`src/rtl/core_pll_ratio_defs.svh`:
```
// Constants for the core clock ratio decoder.
// Assumes inclusion by bare name from rtl/ sources only.
`ifndef CORE_PLL_RATIO_DEFS_SVH
`define CORE_PLL_RATIO_DEFS_SVH

// ----------------------------------------------------------------------
// Field layout of the core ratio field
// ----------------------------------------------------------------------
`define CRF_WIDTH        7
`define CRF_VDIV_LSB     0
`define CRF_VDIV_MSB     1
`define CRF_MULT_LSB     2
`define CRF_MULT_MSB     5
`define CRF_HALF_BIT     6

// ----------------------------------------------------------------------
// Encodings
// ----------------------------------------------------------------------
`define VDIV_CODE_2      2'h0
`define VDIV_CODE_4      2'h1
`define VDIV_CODE_RSVD   2'h3
`define MULT_BYPASS      4'h0
`define MULT_MAX         4'h3

// Ratio in half steps: 2 = 1:1, 3 = 1.5:1 ... 6 = 3:1.
`define RATIO_HALF_W     3
`define RATIO_RESET      3'h0
`define VDIV_VAL_W       3
`define VDIV_VAL_2       3'h2
`define VDIV_VAL_4       3'h4
`define VDIV_RESET       3'h0

`endif

```
`src/rtl/core_pll_ratio_pkg.sv`:
```
// Types shared by the core ratio decoder files.
// Assumes core_pll_ratio_defs.svh is on the include path.
`default_nettype none
`include "core_pll_ratio_defs.svh"
package core_pll_ratio_pkg;
   typedef enum logic [2:0] {
      ST_RESET   = 3'h1,
      ST_CAPTURE = 3'h2,
      ST_HOLD    = 3'h4
   } cfg_state_e;

   typedef enum logic [1:0] {
      MODE_OFF    = 2'h0,
      MODE_BYPASS = 2'h1,
      MODE_PLL    = 2'h2,
      MODE_RSVD   = 2'h3
   } clk_mode_e;
endpackage
`default_nettype wire

```
`src/rtl/ratio_decode_if.sv`:
```
// Carries one decoded core ratio word between decoder modules.
// Assumes a single clock domain.
`timescale 1ns/1ps
`default_nettype none
`include "core_pll_ratio_defs.svh"
interface ratio_decode_if;
   import core_pll_ratio_pkg::*;
   logic [`CRF_WIDTH-1:0]    field;
   clk_mode_e                mode;
   logic [`RATIO_HALF_W-1:0] ratio_half;
   logic [`VDIV_VAL_W-1:0]   vco_div;
   modport table_side (input field, output mode, ratio_half, vco_div);
   modport user_side  (output field, input mode, ratio_half, vco_div);
endinterface
`default_nettype wire

```
`src/rtl/core_pll_ratio_decode.sv`:
```
// Top of the core clock ratio decoder: captures the core ratio field
// of the low reset configuration word once and holds the result.
// Assumes the configuration word is stable when ARST_N is released.
//
// Summary of operation
// - Field sets core to bus clock ratio.
// - Zero multiplier and half-step bits select PLL bypass.
// - Divider bits: 00 gives 2, 01 gives 4.
// - Ratio codes give 1:1 through 3:1.
// - Core PLL referenced to system bus clock.
// - Both PLLs share input, configured apart.
`timescale 1ns/1ps
`default_nettype none
`include "core_pll_ratio_defs.svh"
module core_pll_ratio_decode
   import core_pll_ratio_pkg::*;
(
   input  wire logic                     CLK,
   input  wire logic                     ARST_N,
   input  wire logic [`CRF_WIDTH-1:0]    RESET_CONFIG_WORD_LOW_CORE,
   input  wire logic [3:0]               SYSTEM_PLL_MULTIPLIER,
   output var  logic                     CFG_VALID,
   output var  logic                     CORE_PLL_ENABLE,
   output var  logic                     CORE_PLL_BYPASS,
   output var  logic                     CFG_RESERVED,
   output var  logic [`RATIO_HALF_W-1:0] CORE_RATIO_HALF,
   output var  logic [`VDIV_VAL_W-1:0]   VCO_DIVIDER,
   output var  logic                     CORE_PLL_REF_IS_BUS,
   output var  logic [3:0]               SYSTEM_PLL_MULT_OUT
);
   // ---------------------------------------------------------------
   // Local signals
   // ---------------------------------------------------------------
   cfg_state_e               state;
   cfg_state_e               next_state;
   ratio_decode_if           dec ();

   // Next values of the held outputs. Each register below is a plain
   // load of one of these, which keeps the clocked processes trivial.
   logic                     next_cfg_valid;
   logic                     next_pll_enable;
   logic                     next_pll_bypass;
   logic                     next_cfg_reserved;
   logic [`RATIO_HALF_W-1:0] next_ratio_half;
   logic [`VDIV_VAL_W-1:0]   next_vco_divider;
   logic                     next_ref_is_bus;
   logic [3:0]               next_sys_mult;

   // ---------------------------------------------------------------
   // Helper functions
   // ---------------------------------------------------------------
   // The three mode flags each compare the decoded mode with one code.
   // Sharing the compare keeps them from looking at different encodings.
   function automatic logic mode_is(clk_mode_e seen,
                                    clk_mode_e want);
      return (seen == want);
   endfunction

   // Load on the capture edge, hold otherwise; one function per width.
   // Every output follows the same policy, so it is changed in one place.
   function automatic logic take1(logic load,
                                  logic fresh,
                                  logic held);
      return load ? fresh : held;
   endfunction

   function automatic logic [2:0] take3(logic       load,
                                        logic [2:0] fresh,
                                        logic [2:0] held);
      return load ? fresh : held;
   endfunction

   function automatic logic [3:0] take4(logic       load,
                                        logic [3:0] fresh,
                                        logic [3:0] held);
      return load ? fresh : held;
   endfunction

   // ---------------------------------------------------------------
   // Field decode
   // ---------------------------------------------------------------
   // The lookup is purely combinational and runs every cycle. Its result
   // only matters on the capture edge, so the field pins may move freely
   // at any other time without disturbing the clock hardware.
   ratio_table u_table (
      .dec (dec)
   );

   assign dec.field = RESET_CONFIG_WORD_LOW_CORE;

   // Ratios travel in half steps: 2 is 1:1, 3 is 1.5:1, 4 is 2:1, 5 is
   // 2.5:1 and 6 is 3:1. Zero marks bypass or a reserved code.
   wire mode_pll    = mode_is(dec.mode, MODE_PLL);
   wire mode_bypass = mode_is(dec.mode, MODE_BYPASS);
   wire mode_rsvd   = mode_is(dec.mode, MODE_RSVD);

   // ---------------------------------------------------------------
   // Capture sequence
   // ---------------------------------------------------------------
   // The field is taken on the second edge after reset release. The
   // first edge only moves the sequence out of its reset state, which
   // keeps the capture clear of the asynchronous release itself. The
   // field must therefore be steady from release through that edge.
   wire capture = (state == ST_CAPTURE);

   // ST_HOLD is left only through reset, so a second capture cannot
   // happen by accident. An illegal state code falls back to ST_RESET.
   always_comb begin
      case (state)
         ST_RESET:   next_state = ST_CAPTURE;
         ST_CAPTURE: next_state = ST_HOLD;
         ST_HOLD:    next_state = ST_HOLD;
         default:    next_state = ST_RESET;
      endcase
   end

   always_ff @(posedge CLK or negedge ARST_N) begin
      if (!ARST_N) begin
         state <= ST_RESET;
      end else begin
         state <= next_state;
      end
   end

   // ---------------------------------------------------------------
   // Next values
   // ---------------------------------------------------------------
   // Away from the capture edge every next value is the held one, which
   // freezes the result until the next reset.
   assign next_cfg_valid    = take1(capture, 1'b1, CFG_VALID);
   assign next_pll_enable   = take1(capture, mode_pll, CORE_PLL_ENABLE);
   assign next_pll_bypass   = take1(capture, mode_bypass, CORE_PLL_BYPASS);
   assign next_cfg_reserved = take1(capture, mode_rsvd, CFG_RESERVED);
   assign next_ratio_half   = take3(capture, dec.ratio_half, CORE_RATIO_HALF);
   assign next_vco_divider  = take3(capture, dec.vco_div, VCO_DIVIDER);
   assign next_ref_is_bus   = take1(capture, 1'b1, CORE_PLL_REF_IS_BUS);
   assign next_sys_mult     = take4(capture, SYSTEM_PLL_MULTIPLIER,
                                    SYSTEM_PLL_MULT_OUT);

   // ---------------------------------------------------------------
   // Held results
   // ---------------------------------------------------------------
   // Outputs stay at the safe off value until the capture edge, so the
   // clock hardware never sees a half-decoded ratio. Each register has
   // its own short process; all of them load on the same edge.
   always_ff @(posedge CLK or negedge ARST_N) begin
      if (!ARST_N) begin
         CFG_VALID <= 1'b0;
      end else begin
         CFG_VALID <= next_cfg_valid;
      end
   end

   // The core PLL runs only for a listed ratio and divider.
   always_ff @(posedge CLK or negedge ARST_N) begin
      if (!ARST_N) begin
         CORE_PLL_ENABLE <= 1'b0;
      end else begin
         CORE_PLL_ENABLE <= next_pll_enable;
      end
   end

   // In bypass the core PLL is off and the core runs on the bus clock.
   always_ff @(posedge CLK or negedge ARST_N) begin
      if (!ARST_N) begin
         CORE_PLL_BYPASS <= 1'b0;
      end else begin
         CORE_PLL_BYPASS <= next_pll_bypass;
      end
   end

   // A reserved code leaves both the core PLL and the bypass off, so the
   // clock hardware keeps the core stopped rather than guess a ratio.
   always_ff @(posedge CLK or negedge ARST_N) begin
      if (!ARST_N) begin
         CFG_RESERVED <= 1'b0;
      end else begin
         CFG_RESERVED <= next_cfg_reserved;
      end
   end

   // Held at zero for bypass and reserved codes.
   always_ff @(posedge CLK or negedge ARST_N) begin
      if (!ARST_N) begin
         CORE_RATIO_HALF <= `RATIO_RESET;
      end else begin
         CORE_RATIO_HALF <= next_ratio_half;
      end
   end

   // Two or four for a running PLL, zero otherwise.
   always_ff @(posedge CLK or negedge ARST_N) begin
      if (!ARST_N) begin
         VCO_DIVIDER <= `VDIV_RESET;
      end else begin
         VCO_DIVIDER <= next_vco_divider;
      end
   end

   // The core PLL always takes the bus clock as its reference, never the
   // shared input clock directly.
   always_ff @(posedge CLK or negedge ARST_N) begin
      if (!ARST_N) begin
         CORE_PLL_REF_IS_BUS <= 1'b0;
      end else begin
         CORE_PLL_REF_IS_BUS <= next_ref_is_bus;
      end
   end

   // The system multiplier is captured on the same edge but decoded by
   // nobody here, so the system PLL is set apart from the core PLL.
   always_ff @(posedge CLK or negedge ARST_N) begin
      if (!ARST_N) begin
         SYSTEM_PLL_MULT_OUT <= 4'h0;
      end else begin
         SYSTEM_PLL_MULT_OUT <= next_sys_mult;
      end
   end
endmodule
`default_nettype wire

```
`src/rtl/ratio_table.sv`:
```
// Combinational lookup of the core ratio field.
// Assumes the field is stable while it is being decoded.
`timescale 1ns/1ps
`default_nettype none
`include "core_pll_ratio_defs.svh"
module ratio_table
   import core_pll_ratio_pkg::*;
(
   ratio_decode_if.table_side dec
);
   wire [1:0] vdiv_code = dec.field[`CRF_VDIV_MSB:`CRF_VDIV_LSB];
   wire [3:0] mult_code = dec.field[`CRF_MULT_MSB:`CRF_MULT_LSB];
   wire       half_bit  = dec.field[`CRF_HALF_BIT];

   // ---------------------------------------------------------------
   // Decode
   // ---------------------------------------------------------------
   wire is_bypass = (mult_code == `MULT_BYPASS) && !half_bit;
   wire vdiv_ok   = (vdiv_code != `VDIV_CODE_RSVD);
   // Multiplier 3 has no half step, so 3.5:1 is reserved.
   wire mult_ok   = (mult_code != `MULT_BYPASS)
                 && (mult_code <= `MULT_MAX)
                 && !(mult_code == `MULT_MAX && half_bit);
   wire div_ok    = (vdiv_code == `VDIV_CODE_2)
                 || (vdiv_code == `VDIV_CODE_4);

   assign dec.mode = is_bypass ? MODE_BYPASS :
                     (mult_ok && div_ok && vdiv_ok) ? MODE_PLL : MODE_RSVD;
   assign dec.ratio_half = (dec.mode == MODE_PLL) ?
          {mult_code[1:0], half_bit} : `RATIO_RESET;
   assign dec.vco_div = (dec.mode != MODE_PLL) ? `VDIV_RESET :
          (vdiv_code == `VDIV_CODE_4) ? `VDIV_VAL_4 : `VDIV_VAL_2;
endmodule
`default_nettype wire

```
`config.mk`:
```
export PLATFORM = sky130hd
export DESIGN_NAME = core_pll_ratio_decode
export DESIGN_NICKNAME = d
export VERILOG_FILES = /design/src/rtl/core_pll_ratio_pkg.sv /design/src/rtl/ratio_decode_if.sv /design/src/rtl/core_pll_ratio_decode.sv /design/src/rtl/ratio_table.sv
export VERILOG_INCLUDE_DIRS = /design/src /design/src/rtl
export SDC_FILE = /design/constraint.sdc
export NUM_CORES = 1
export LEC_CHECK = 0
export ABC_AREA = 0
export BUFFER_PORTS_ARGS = -buffer_cell sky130_fd_sc_hd__buf_2
export CORE_MARGIN = 2
export CORE_UTILIZATION = 30
export CTS_CLUSTER_DIAMETER = 150
export DETAILED_ROUTE_END_ITERATION = 16
export HOLD_SLACK_MARGIN = 0.15
export PLACE_DENSITY = 0.6
export SLEW_MARGIN = 40
export SYNTH_ARGS = -nofsm -noshare
export SYNTH_HDL_FRONTEND = slang
export SYNTH_SLANG_ARGS = --single-unit
```
`constraint.sdc`:
```
create_clock -name CLK -period 1.6 [get_ports CLK]
set_input_delay 0.32 -clock CLK [delete_from_list [all_inputs] [get_ports CLK]]
set_output_delay 0.32 -clock CLK [all_outputs]
set_load 0.01 [all_outputs]
```
==> metrics <==
Mapped Nets=78; Clk pwr share=0.319; Final Util=0.389; Period minus WS final=1.48 ns; Period Utilization, post-route=0.926; DRT Pass-1 Iters=4; Max Freq=675 MHz; Critical path buffers and inverters=1; Avg Vias per Cell=4.51; Reg2Reg Setup Slack=0.12 ns; Int Pwr=0.537 mW; Post-Route WL=1.42 mm; routed length per instance=11.7 um; clk sinks=16; Post-Syn Area=672 um2; Clock Skew=0.00994 ns; Flop pwr share=0.597; P_leak=0.412 nW; final non-filler cell area=843 um2; Crit Path Max Fanout=10; setup TNS=0 ns; Req. time, crit path=1.79 ns; Placement Cell Area=807 um2; vias in the first global route=578; largest net degree at the start of global routing=17; Fillers=237; post-synth top area cell=dfrtp_1; slowest CP cell=or3b_1; num ports=28; sw power=0.166 mW; DRT antenna net count=0; Mapped Cells=65; global-route wire length before repair=2.54 mm; die area=0.00263 mm2; worst min path class=in2reg; Clock Pin Slew Worst Setup and Hold Paths=0.10 ns; Pins Over Slew Limit=0; DP Wirelength=1.06 mm; most common cell after layout, fill and taps aside=buf_2; Worst VDD drop=0.000452 V; Mean Syn Cell Area=10.3 um2; CTS H-tree depth=1; Clk Latency, worst-skew pair=0.29 ns; maximum root-to-sink buffer count=2; Final Setup Violations=0; stages on the worst setup path=3; Placer Congestion=0.666; First DRT Iteration DRCs=10; Worst slew margin=0.651; count of cell types in the netlist=23; final net count=107; Slowest Stage Delay on Critical Path=0.52 ns; post-CTS setup buffers=0; Worst Setup End Kind=register; crit path from=state[2]; share of cells above drive strength 1=0.366; Comb power frac=0.084; synth top area cells=dfrtp_1, nand2_1, dfstp_2; cells along the critical path=or3b_1 -> buf_4 -> o31ai_1; critical path type=reg2reg; row count=17; Area Overhead vs Synth=25.5%; Synth top area share=0.559; crit-path leading delay family=simple AND/OR/NAND/NOR gates; Hold Fails Final Rpt=0; Non-Filler Instances=121; most frequent cells in the layout=buf_2, nand2_1, dfrtp_1; Worst R2R Start=state[2]; Pwr Density=835 mW/mm2; sequential area share after synthesis=0.598; CTS tree=done; placed cells=116; MaxCap Viol Count=0; switching portion of total power=0.237; residual DRC count=0; root buf cell=clkbuf_4; CTS Buf Count=3; R2R depth=3; Startpoint Class=register; initial core utilization=0.310; synth warn=0; initial antenna violation count=0; Die H=51.3 um; Congestion Overflow GR=0; via count=546; PortBufs=26; core area=0.00217 mm2; critical path endpoint=VCO_DIVIDER[1]; Chip Width=51.3 um; post-synthesis register bit count=16; RSZ-0062 raised after global routing=false; status=finished, final reports clean; Critical R2R Capture=VCO_DIVIDER[1]; Antenna diodes=0; worst-margin pin slew=0.522 ns; aggregate global-route resource usage=0.129; CP arrival=1.67 ns
## power by group through the flow
stage	Combinational [mW]	Clock (mW)	Sequential, mW
finish	0.0591	0.225	0.420
global route	0.0675	0.251	0.422
floorplan	0.0159	0	0.433
global placement	0.0570	0	0.428
CTS	0.0604	0.231	0.421
detailed placement	0.0582	0	0.428
## how the worst min path moves through the flow
stage,start,to,slack [ns],cells after the start
after floorplan,ARST_N,CFG_RESERVED,0.02,0
after global placement,ARST_N,SYSTEM_PLL_MULT_OUT[1],0.25,1
after detailed placement,ARST_N,SYSTEM_PLL_MULT_OUT[1],0.25,1
after CTS,SYSTEM_PLL_MULTIPLIER[2],SYSTEM_PLL_MULT_OUT[2],0.21,3
after global routing,SYSTEM_PLL_MULTIPLIER[3],SYSTEM_PLL_MULT_OUT[3],0.23,3
final,SYSTEM_PLL_MULTIPLIER[2],SYSTEM_PLL_MULT_OUT[2],0.21,3
## per-layer routing
| metal | vias up | GRT usage | share of wire |
|---|---|---|---|
| met5 | - | 0 | 0 |
| li1 | 266 | - | - |
| met3 | 3 | 0.0292 | 0.064 |
| met4 | 0 | 0.0395 | 0.014 |
| met2 | 25 | 0.225 | 0.49 |
| met1 | 252 | 0.159 | 0.43 |
## sequential cells by signal, indices dropped and copies added (netlist names)
name,count
VCO_DIVIDER,2
state,3
SYSTEM_PLL_MULT_OUT,4
CORE_PLL_REF_IS_BUS,1
CORE_PLL_ENABLE,1
CORE_RATIO_HALF,3
CORE_PLL_BYPASS,1
CFG_RESERVED,1
## per-stage QoR
step                      hold WS [ns]  total power [mW]  setup slack [ns]
after floorplan                 0.0244             0.449             0.257
after global placement           0.245             0.485             0.180
after detailed placement         0.254             0.486             0.134
after CTS                        0.211             0.712             0.110
after global routing             0.234             0.740           0.00865
final                            0.214             0.704             0.118
## cells by family after synthesis
logic type / Yosys count / synth area share
other cells: 1 / 0.00558
flops: 16 / 0.598
simple gates: 32 / 0.223
buf+inv: 5 / 0.0614
compound gates: 10 / 0.0987
xor+xnor: 1 / 0.0130
## cells in the mapped netlist
cell type  count
or3b_1         1
nor3_1         2
conb_1         1
nor3b_2        1
or2b_1         1
dfrtp_1       15
o31ai_1        2
a21oi_1        1
inv_1          1
buf_6          2
and2_4         1
a31o_1         1
a22o_2         1
o21ai_1        1
o21ai_0        3
o211ai_1       1
dfstp_2        1
nor2_1         3
xnor2_1        1
nand3_1        1
nor3b_1        1
nand2_1       21
buf_4          2
## worst min-delay path, delay by kind of cell
family / cells / cell delay [ns]
AND/OR/NAND/NOR: 2 / 0.09
buffers and inverters: 1 / 0.07
## layout make-up
class,count,area (um2),area share
Multi-Input combinational cell,44,229,0.272
Timing Repair Buffer,28,148,0.175
Tap cell,28,35.0,0.0415
Inverter,1,3.75,0.00445
Sequential cell,16,402,0.476
Clock buffer,4,26.3,0.0312
## timing repair
action	CTS	global route
hold buffers	1	0
hold endpoints to repair	15	0
resized for setup	0	0
No activity file was read; power rests on OpenSTA's default activity.
